--- config.mk ---
export PLATFORM = sky130hd
export DESIGN_NAME = fuch_top
export DESIGN_NICKNAME = d
export VERILOG_FILES = /design/src/hdl/fuch_pkg.sv /design/src/hdl/fuch_crc.sv /design/src/hdl/fuch_top.sv
export VERILOG_INCLUDE_DIRS = /design/src /design/src/hdl
export SDC_FILE = /design/constraint.sdc
export NUM_CORES = 1
export LEC_CHECK = 0
export BUFFER_PORTS_ARGS = -buffer_cell sky130_fd_sc_hd__buf_2
export CORE_MARGIN = 4
export CORE_UTILIZATION = 40
export CTS_BUF_LIST = sky130_fd_sc_hd__clkbuf_16
export DETAILED_ROUTE_END_ITERATION = 12
export GPL_TIMING_DRIVEN = 1
export REMOVE_ABC_BUFFERS = 1
export SYNTH_ARGS = -nofsm -noshare
export SYNTH_HDL_FRONTEND = slang
export SYNTH_HIERARCHICAL = 1
export SYNTH_SLANG_ARGS = --single-unit
--- constraint.sdc ---
create_clock -name CLK -period 3.28 [get_ports CLK]
set_input_delay 0.164 -clock CLK [delete_from_list [all_inputs] [get_ports CLK]]
set_output_delay 0.164 -clock CLK [all_outputs]
set_load 0.03 [all_outputs]
--- src/hdl/fuch_regs.svh ---
// constants of the flash-update command handler: header offsets, field values,
// result codes and checksum parameters
// assumes byte offsets count from the first header byte of a frame
`ifndef FUCH_REGS_SVH
`define FUCH_REGS_SVH

`define FUCH_HDR_BYTES 7'h40
`define FUCH_OFS_PRE_HI 6'h00
`define FUCH_OFS_PRE_LO 6'h01
`define FUCH_OFS_REV 6'h02
`define FUCH_OFS_CMD 6'h03
`define FUCH_OFS_SUB 6'h04
`define FUCH_OFS_STATUS 6'h05
`define FUCH_OFS_LEN 6'h08
`define FUCH_OFS_DEST 6'h0C
`define FUCH_OFS_PCRC 6'h3A
`define FUCH_OFS_HCRC 6'h3E
`define FUCH_OFS_CRC_FIRST 6'h02
`define FUCH_OFS_CRC_LAST 6'h3D
`define FUCH_OFS_END 6'h3F

`define FUCH_PREAMBLE 16'hA1EC
`define FUCH_PROTO_REV 8'h03
`define FUCH_CMD_BOOT 8'h0B
`define FUCH_CMD_APP 8'h0C
`define FUCH_CMD_FILE 8'h0D
`define FUCH_SUB_SERIAL 8'h00
`define FUCH_SUB_PARALLEL 8'h01
`define FUCH_SUB_OTP 8'h02

`define FUCH_RES_OK 8'h00
`define FUCH_RES_TOO_BIG 8'hFA
`define FUCH_RES_HCRC_BAD 8'hFB
`define FUCH_RES_PCRC_BAD 8'hFC
`define FUCH_RES_LEN_ZERO 8'hFD
`define FUCH_RES_UNKNOWN 8'hFF

`define FUCH_CRC16_POLY 16'h1021
`define FUCH_CRC16_INIT 16'h0000
`define FUCH_CRC32_POLY 32'h04C11DB7
`define FUCH_CRC32_INIT 32'h0FFFFFFF

`define FUCH_MAX_FILE_BYTES 32'h00100000

`endif

--- src/hdl/fuch_pkg.sv ---
// types of the flash-update command handler
// assumes the constants header is included by the modules that need values
package fuch_pkg;
    // gray codes along hdr, chk, pay, fin, resp
    typedef enum logic [2:0] {
        ST_HDR = 3'h0,
        ST_CHK = 3'h1,
        ST_PAY = 3'h3,
        ST_FIN = 3'h2,
        ST_RESP = 3'h6
    } fuch_state_t;
endpackage

--- src/hdl/fuch_crc.sv ---
// one-byte step of a non-reflected crc, msb of the byte first
// assumes the caller holds the running value in its own register
module fuch_crc #(
    parameter int WIDTH = 16,
    parameter logic [WIDTH-1:0] POLY = '0
) (
    input wire logic [WIDTH-1:0] crc_in,
    input wire logic [7:0] data,
    output logic [WIDTH-1:0] crc_out
);
    // a register narrower than a byte cannot take a whole byte per step
    if (WIDTH < 8) begin : g_bad_width
        $error("fuch_crc needs WIDTH of at least 8");
    end

    // shift the byte through the register one bit at a time
    always_comb begin
        logic [WIDTH-1:0] c;
        c = crc_in;
        for (int i = 7; i >= 0; i--) begin
            if (c[WIDTH-1] ^ data[i]) begin
                c = {c[WIDTH-2:0], 1'b0} ^ POLY;
            end else begin
                c = {c[WIDTH-2:0], 1'b0};
            end
        end
        crc_out = c;
    end
endmodule

--- src/hdl/fuch_top.sv ---
// flash-update command handler: takes a command header and payload as a byte
// stream, writes the payload out to flash, and sends back a response header
// assumes rx and tx streams and the flash port run on CLK; no other command
// handlers share the stream
`include "fuch_regs.svh"

module fuch_top #(
    parameter logic [31:0] MAX_FILE_BYTES = `FUCH_MAX_FILE_BYTES
) (
    input wire logic CLK,
    input wire logic RST_N,
    input wire logic RX_VALID,
    input wire logic [7:0] RX_DATA,
    output logic RX_READY,
    output logic TX_VALID,
    output logic [7:0] TX_DATA,
    output logic TX_LAST,
    input wire logic TX_READY,
    output logic FL_WE,
    output logic [31:0] FL_ADDR,
    output logic [7:0] FL_DATA,
    output logic [7:0] FL_COMMAND,
    output logic [1:0] FL_TARGET,
    input wire logic FL_READY,
    output logic FL_COMMIT,
    output logic FL_ABORT
);
    // an empty download area could never accept any file
    if (MAX_FILE_BYTES == 32'h0) begin : g_bad_max
        $error("fuch_top needs MAX_FILE_BYTES above zero");
    end

    fuch_pkg::fuch_state_t state_q, state_d;
    logic [31:0] cnt_q;
    logic [15:0] pre_q;
    logic [7:0] rev_q, cmd_q, sub_q, status_q;
    logic [31:0] len_q, dest_q, pcrc_q;
    logic [15:0] hcrc_q;
    logic [15:0] rx_crc16_q, tx_crc16_q;
    logic [31:0] rx_crc32_q;
    logic fl_we_q;
    logic [31:0] fl_addr_q;
    logic [7:0] fl_data_q, tx_data_q;
    logic commit_q, abort_q;

    // handshake decode
    wire [5:0] hidx = cnt_q[5:0];
    wire rx_take = RX_VALID & RX_READY;
    wire hdr_take = rx_take & (state_q == fuch_pkg::ST_HDR);
    wire pay_take = rx_take & (state_q == fuch_pkg::ST_PAY);
    wire tx_take = TX_VALID & TX_READY;
    wire hdr_end = hdr_take & (hidx == `FUCH_OFS_END);
    wire pay_end = pay_take & (cnt_q == len_q - 32'h1);
    wire tx_end = tx_take & (hidx == `FUCH_OFS_END);
    wire flash_idle = ~fl_we_q | FL_READY;
    wire in_crc_span = (hidx >= `FUCH_OFS_CRC_FIRST) & (hidx <= `FUCH_OFS_CRC_LAST);

    wire rx_crc16_en = hdr_take & in_crc_span;
    wire tx_crc16_en = tx_take & in_crc_span;

    logic [15:0] rx_crc16_nx, tx_crc16_nx;
    logic [31:0] rx_crc32_nx;

    fuch_crc #(.WIDTH(16), .POLY(`FUCH_CRC16_POLY)) u_rx_crc16 (
        .crc_in(rx_crc16_q),
        .data(RX_DATA),
        .crc_out(rx_crc16_nx)
    );
    fuch_crc #(.WIDTH(16), .POLY(`FUCH_CRC16_POLY)) u_tx_crc16 (
        .crc_in(tx_crc16_q),
        .data(tx_data_q),
        .crc_out(tx_crc16_nx)
    );
    fuch_crc #(.WIDTH(32), .POLY(`FUCH_CRC32_POLY)) u_rx_crc32 (
        .crc_in(rx_crc32_q),
        .data(RX_DATA),
        .crc_out(rx_crc32_nx)
    );

    // header verdict, in order of precedence
    // marker check
    wire pre_ok = (pre_q == `FUCH_PREAMBLE);
    wire rev_ok = (rev_q == `FUCH_PROTO_REV);
    wire cmd_ok = (cmd_q == `FUCH_CMD_BOOT) | (cmd_q == `FUCH_CMD_APP) | (cmd_q == `FUCH_CMD_FILE);
    wire sub_ok = (sub_q == `FUCH_SUB_SERIAL) | (sub_q == `FUCH_SUB_PARALLEL) | (sub_q == `FUCH_SUB_OTP);
    wire hcrc_ok = (rx_crc16_q == hcrc_q);
    wire pcrc_ok = (rx_crc32_q == pcrc_q);
    // skip-crc flag ignored: no flags are captured at all
    wire [7:0] chk_status = ~hcrc_ok ? `FUCH_RES_HCRC_BAD :
                            ~(cmd_ok & sub_ok) ? `FUCH_RES_UNKNOWN :
                            (len_q == 32'h0) ? `FUCH_RES_LEN_ZERO :
                            (len_q > MAX_FILE_BYTES) ? `FUCH_RES_TOO_BIG : `FUCH_RES_OK;

    // response byte for a header index
    function automatic logic [7:0] resp_byte(input logic [5:0] idx, input logic [7:0] crc_byte,
                                             input logic [7:0] cmd, input logic [7:0] sub,
                                             input logic [7:0] st);
        logic [7:0] b;
        b = 8'h00;
        unique case (idx)
            `FUCH_OFS_PRE_HI: b = 8'(`FUCH_PREAMBLE >> 8);
            `FUCH_OFS_PRE_LO: b = 8'(`FUCH_PREAMBLE & 16'h00FF);
            `FUCH_OFS_REV: b = `FUCH_PROTO_REV;
            `FUCH_OFS_CMD: b = cmd;
            `FUCH_OFS_SUB: b = sub;
            `FUCH_OFS_STATUS: b = st;
            `FUCH_OFS_HCRC, `FUCH_OFS_END: b = crc_byte;
            default: b = 8'h00;
        endcase
        return b;
    endfunction

    // next response byte: the crc high byte must use the value updated by 0x3D
    wire [5:0] tx_next_idx = hidx + 6'h1;
    wire [7:0] tx_crc_byte = (tx_next_idx == `FUCH_OFS_HCRC) ? tx_crc16_nx[15:8] : tx_crc16_q[7:0];
    wire [7:0] tx_next_byte = resp_byte(tx_next_idx, tx_crc_byte, cmd_q, sub_q, status_q);
    wire [7:0] tx_first_byte = resp_byte(6'h00, 8'h00, cmd_q, sub_q, status_q);

    // generic file is placed at its destination, other images at zero
    wire [31:0] pay_base = (cmd_q == `FUCH_CMD_FILE) ? dest_q : 32'h0;

    // sequencer
    always_comb begin
        state_d = state_q;
        unique case (state_q)
            fuch_pkg::ST_HDR: if (hdr_end) begin
                state_d = fuch_pkg::ST_CHK;
            end
            // bad marker or revision is dropped without an answer
            fuch_pkg::ST_CHK: if (~(pre_ok & rev_ok)) begin
                state_d = fuch_pkg::ST_HDR;
            end else if (chk_status == `FUCH_RES_OK) begin
                state_d = fuch_pkg::ST_PAY;
            end else begin
                state_d = fuch_pkg::ST_RESP;
            end
            // exactly length bytes of payload follow
            fuch_pkg::ST_PAY: if (pay_end) begin
                state_d = fuch_pkg::ST_FIN;
            end
            fuch_pkg::ST_FIN: if (flash_idle) begin
                state_d = fuch_pkg::ST_RESP;
            end
            fuch_pkg::ST_RESP: if (tx_end) begin
                state_d = fuch_pkg::ST_HDR;
            end
            default: state_d = fuch_pkg::ST_HDR;
        endcase
    end

    always_ff @(posedge CLK) begin
        if (!RST_N) begin
            state_q <= fuch_pkg::ST_HDR;
        end else begin
            state_q <= state_d;
        end
    end

    // byte counter: header index, payload offset and response index share it
    always_ff @(posedge CLK) begin
        if (!RST_N) begin
            cnt_q <= 32'h0;
        end else if (state_q != state_d) begin
            cnt_q <= 32'h0;
        end else if (hdr_take | pay_take | tx_take) begin
            cnt_q <= cnt_q + 32'h1;
        end
    end

    // header field capture; multi-byte fields arrive high byte first
    always_ff @(posedge CLK) begin
        if (!RST_N) begin
            pre_q <= 16'h0;
            rev_q <= 8'h0;
            cmd_q <= 8'h0;
            sub_q <= 8'h0;
            len_q <= 32'h0;
            dest_q <= 32'h0;
            pcrc_q <= 32'h0;
            hcrc_q <= 16'h0;
        end else if (hdr_take) begin
            if (hidx <= `FUCH_OFS_PRE_LO) pre_q <= {pre_q[7:0], RX_DATA};
            if (hidx == `FUCH_OFS_REV) rev_q <= RX_DATA;
            if (hidx == `FUCH_OFS_CMD) cmd_q <= RX_DATA;
            if (hidx == `FUCH_OFS_SUB) sub_q <= RX_DATA;
            if (hidx[5:2] == `FUCH_OFS_LEN >> 2) len_q <= {len_q[23:0], RX_DATA};
            if (hidx[5:2] == `FUCH_OFS_DEST >> 2) dest_q <= {dest_q[23:0], RX_DATA};
            if (hidx >= `FUCH_OFS_PCRC && hidx < `FUCH_OFS_HCRC) pcrc_q <= {pcrc_q[23:0], RX_DATA};
            if (hidx >= `FUCH_OFS_HCRC) hcrc_q <= {hcrc_q[7:0], RX_DATA};
        end
    end

    // running checksums; the header crc restarts outside the header phase, the payload crc only during it
    always_ff @(posedge CLK) begin
        if (!RST_N) begin
            rx_crc16_q <= `FUCH_CRC16_INIT;
            rx_crc32_q <= `FUCH_CRC32_INIT;
        end else begin
            // a dropped header never reaches the response, so restart as soon as the header phase ends
            if (state_q != fuch_pkg::ST_HDR) rx_crc16_q <= `FUCH_CRC16_INIT;
            else if (rx_crc16_en) rx_crc16_q <= rx_crc16_nx;
            if (state_q == fuch_pkg::ST_HDR) rx_crc32_q <= `FUCH_CRC32_INIT;
            else if (pay_take) rx_crc32_q <= rx_crc32_nx;
        end
    end

    // flash write stage; holds a byte until the flash side takes it
    always_ff @(posedge CLK) begin
        if (!RST_N) begin
            fl_we_q <= 1'b0;
            fl_addr_q <= 32'h0;
            fl_data_q <= 8'h0;
        end else if (pay_take) begin
            fl_we_q <= 1'b1;
            fl_addr_q <= pay_base + cnt_q;
            fl_data_q <= RX_DATA;
        end else if (FL_READY) begin
            fl_we_q <= 1'b0;
        end
    end

    // result code and the end-of-image verdict pulses
    always_ff @(posedge CLK) begin
        if (!RST_N) begin
            status_q <= `FUCH_RES_OK;
            commit_q <= 1'b0;
            abort_q <= 1'b0;
        end else begin
            commit_q <= 1'b0;
            abort_q <= 1'b0;
            if (state_q == fuch_pkg::ST_CHK) begin
                status_q <= chk_status;
            end
            // payload crc verdict once the last write has left
            if (state_q == fuch_pkg::ST_FIN && flash_idle) begin
                status_q <= pcrc_ok ? `FUCH_RES_OK : `FUCH_RES_PCRC_BAD;
                commit_q <= pcrc_ok;
                abort_q <= ~pcrc_ok;
            end
        end
    end

    always_ff @(posedge CLK) begin
        if (!RST_N) begin
            tx_data_q <= 8'h0;
            tx_crc16_q <= `FUCH_CRC16_INIT;
        end else if (state_q != fuch_pkg::ST_RESP) begin
            tx_data_q <= tx_first_byte;
            tx_crc16_q <= `FUCH_CRC16_INIT;
        end else if (tx_take) begin
            tx_data_q <= tx_next_byte;
            if (tx_crc16_en) tx_crc16_q <= tx_crc16_nx;
        end
    end

    // the first byte is reloaded while entering and is the fixed marker, so it does not depend on status
    wire [7:0] tx_shown = (cnt_q == 32'h0) ? tx_first_byte : tx_data_q;

    // payload is accepted only as fast as the flash stage drains
    assign RX_READY = (state_q == fuch_pkg::ST_HDR) | ((state_q == fuch_pkg::ST_PAY) & flash_idle);
    assign TX_VALID = (state_q == fuch_pkg::ST_RESP);
    assign TX_DATA = tx_shown;
    assign TX_LAST = TX_VALID & (hidx == `FUCH_OFS_END);
    assign FL_WE = fl_we_q;
    assign FL_ADDR = fl_addr_q;
    assign FL_DATA = fl_data_q;
    assign FL_COMMAND = cmd_q;
    assign FL_TARGET = sub_q[1:0];
    assign FL_COMMIT = commit_q;
    assign FL_ABORT = abort_q;
endmodule

==> summary.txt <==
Yosys
  – Flops & latches, synth: 306
  – Cells after synthesis: 2120
  – Post-synth EDFFs: 0
  – Post-Syn Area per Cell: 8.27 sq um
  – List of most frequent post-synthesis cells: nand2_1 (485), dfxtp_1 (306), a21oi_1 (222), xnor2_1 (140), nor2_1 (114)
  – Top-count cell post-synth: nand2_1
  – Seq/Total Area, Yosys: 0.349
  – Yosys warnings: 6
  – Post-synth cell types: 88
  – Synth async-reset ratio: 0
  – Area share of the largest cell type after synthesis: 0.349
  – Area leader, netlist: dfxtp_1
  – Area contributors post-synth: dfxtp_1 (35%), nand2_1 (10%), xnor2_1 (7.0%)
  – Most used DFF post-synth: dfxtp_1
  – Synthesized area: 17500 sq um

Placed design
  – Buffers on Ports: 76
  – Gpl congestion: 0.885
  – Hpwl dp: 36.8 mm

GRT
  – Vias in the first global route: 14600
  – Global route hottest layer: met2
  – First-pass GRT wire length: 82.4 mm
  – M2 GR Usage: 0.352
  – Pin count of the biggest net entering global routing: 116
  – Grt met3 use: 0.0310
  – GR Util All Layers: 0.216
  – Initial antenna violation count: 0
  – Final global-route overflow total: 0
  – GR Util met1: 0.298

Floorplan
  – Die Wd: 217 um
  – Die footprint: 47200 sq um
  – Site Rows: 76
  – DIE HEIGHT: 217 um
  – I/O Pins: 77
  – CORE AREA: 43200 sq um
  – Initial Util: 0.406

Detailed routing
  – Initial DRC count: 1229
  – Number of routed nets with antenna violations: 0
  – DR WL/cell: 18.2 um
  – Routed via count: 15300
  – # DRC: 0
  – Drt first pass iters: 5
  – Total routed wirelength: 51.8 mm
  – Via density: 5.36

Clock tree
  – Clk sink count: 306
  – CTS HTree Levels: 2
  – CTS tree: yes
  – Total CTS buffers: 36
  – Worst-path clk slew: 60 ps
  – Post-CTS Hold Fix Bufs: 0
  – Root buf cell: clkbuf_16
  – Clock Latency Late Sink: 550 ps
  – CTS Buffer Depth: 3

Timing
  – Setup TNS: 0 ps
  – Fin crit period: 3220 ps
  – Max_slew headroom: 0.197
  – Final Skew: 21.4 ps
  – Worst-Margin Slew: 1200 ps
  – Period utilisation layout: 0.982
  – Final Max Slew Viols: 0
  – # setup viols final: 0
  – Unrepaired setup endpoints after global routing: yes
  – Final Hold Fails: 0
  – Max Fclk: 310 MHz

Worst hold path
  – HP Class: primary input to flop
  – WHS Path Cells: 3
  – Critical hold path startpoint: RX_DATA[0]
  – Hold path endpoint: hcrc_q[0]

Critical path
  – Nature of the critical path startpoint: flop
  – CP Cell Sequence: nor4_4 -> and4b_1 -> buf_6 -> buf_4 -> and2_1 -> ha_1 -> buf_4 -> o21ai_0 -> nand2b_1 -> o2111ai_4 -> a211oi_2 -> buf_4 -> a21o_1 -> a31oi_2 -> mux2i_1 -> a31o_2
  – Slowest library cell on the worst path: dfxtp_2
  – WP data required: 3710 ps
  – CP Max Fanout: 8
  – CP endpoint kind: flop
  – Worst Path Arrival: 3660 ps
  – CP dominant cell by count: buf_4
  – Setup CP Type: flop to flop
  – FF-to-FF path depth: 16
  – CP peak stage delay: 330 ps
  – Worst Setup SP: FL_COMMAND[7]
  – Reg2reg end: FL_ADDR[20]
  – Worst R2R Start: FL_COMMAND[7]
  – Flop-to-flop setup slack: 60 ps

Layout
  – Share of cells above drive strength 1: 0.170
  – NumNets Final: 2288
  – Synth-to-layout area growth: 16.7%
  – Antenna diode instance count: 0

Flow run
  – Max Cap Violations: 0

Status
  – Status: finished clean

Power
  – Total Power: 8250 uW
  – Peak VDD IR: 0.000263 V
  – PwrDens: 403 nW/um^2
  – Static leakage: 0.00803 uW
cells by family after synthesis:
kind of cell / after synthesis / share of synthesized area
XOR/XNOR: 254 / 0.172
AO/OA/AOI/OAI: 364 / 0.122
AND/OR/NAND/NOR: 961 / 0.265
buffers and inverters: 146 / 0.0345
adder cells (fa/ha/maj): 40 / 0.0290
flip-flops: 306 / 0.349
multiplexers: 49 / 0.0283
critical path: cells and delay by family, from the launching register on:
family          cells  cell delay, ps
compound gates      6             970
simple gates        4             850
buf+inv             4             600
flops               1             330
fa+ha+maj           1             250
mux                 1             100
worst max path at each step:
stage,endpoint,slack [ps],depth (start not counted)
global route,FL_ADDR[31],-110,15
finish,FL_ADDR[20],60,16
detailed placement,FL_ADDR[28],-270,16
floorplan,cnt_q[22],-2820,8
global placement,FL_ADDR[28],-210,16
CTS,FL_ADDR[20],-60,16
metal layers:
layer  share of wire  wire [um]
met3           0.053       2740
met1            0.46      23900
met4           0.026       1340
met5               0          0
met2            0.46      23900
registers in the layout (all words and copies together) (netlist names), 3 cells and up:
signal / cells
len_q: 32
hcrc_q: 16
pre_q: 16
FL_COMMAND: 8
pcrc_q: 32
sub_q: 8
rx_crc16_q: 16
rev_q: 8
tx_data_q: 8
rx_crc32_q: 32
tx_crc16_q: 16
dest_q: 32
FL_ADDR: 32
status_q: 4
cnt_q: 32
state_q: 3
FL_DATA: 8
cell type report:
cell class | instances | area [sq um]
timing repair buffer | 203 | 1370
inverter | 20 | 80.1
clock buffer | 37 | 926
tap | 585 | 732
sequential | 306 | 6130
fill | 4250 | 22700
multi-input combinational | 1668 | 11100
clock inverter | 25 | 144
metrics by stage:
| step | utilization | std cells | setup slack, ps | hold WS (ps) | instance area, sq um |
|---|---|---|---|---|---|
| 2_1_floorplan | - | 1994 | -2820 | 267 | 17000 |
| 3_5_place_dp | 0.443 | 2779 | -274 | 443 | 19100 |
| 3_3_place_gp | 0.443 | 2779 | -210 | 436 | 19100 |
| 6_report | 0.474 | 2844 | 57.5 | 32.7 | 20500 |
| 5_1_grt | 0.474 | 2844 | -106 | 48.9 | 20500 |
| 4_1_cts | 0.470 | 2842 | -61.4 | 2.70 | 20300 |
placed cells by master (no fill, tap or decap), drive strengths merged, types with 5 or more instances in the layout:
master     n
a21boi     6
and3      18
nor2     114
nand2    488
nand2b    14
o211ai     5
xnor2    159
a311oi     6
buf      203
a21oi    222
nor3      67
nor4b      5
xor2      59
or3       14
nor2b     18
and2      40
o21ai     49
nand4     23
or2        9
a31oi     11
a211oi    11
clkbuf    37
a21o      10
xnor3     19
dfxtp    306
a2111oi    5
mux2i     47
ha        39
nand3     86
or4        5
inv       32
xor3      17
nand3b     7
nor4      34
clkinv    12
report_power, final:
| group | leakage [uW] | total [uW] | switching [uW] | internal [uW] |
|---|---|---|---|---|
| logic | 0.00500 | 726 | 401 | 325 |
| clock network | 0.000567 | 3740 | 1620 | 2120 |
| registers | 0.00247 | 3780 | 33.6 | 3750 |
| total | 0.00803 | 8250 | 2050 | 6200 |
repair_timing:
item | 4_1_cts | 5_1_grt
gates cloned | 0 | 0
resized for setup | 32 | 25
pin swaps | 22 | 21
setup buffers | 2 | 2
setup endpoints to repair | 20 | 27
Note: power is estimated with default switching activity, not from simulation.
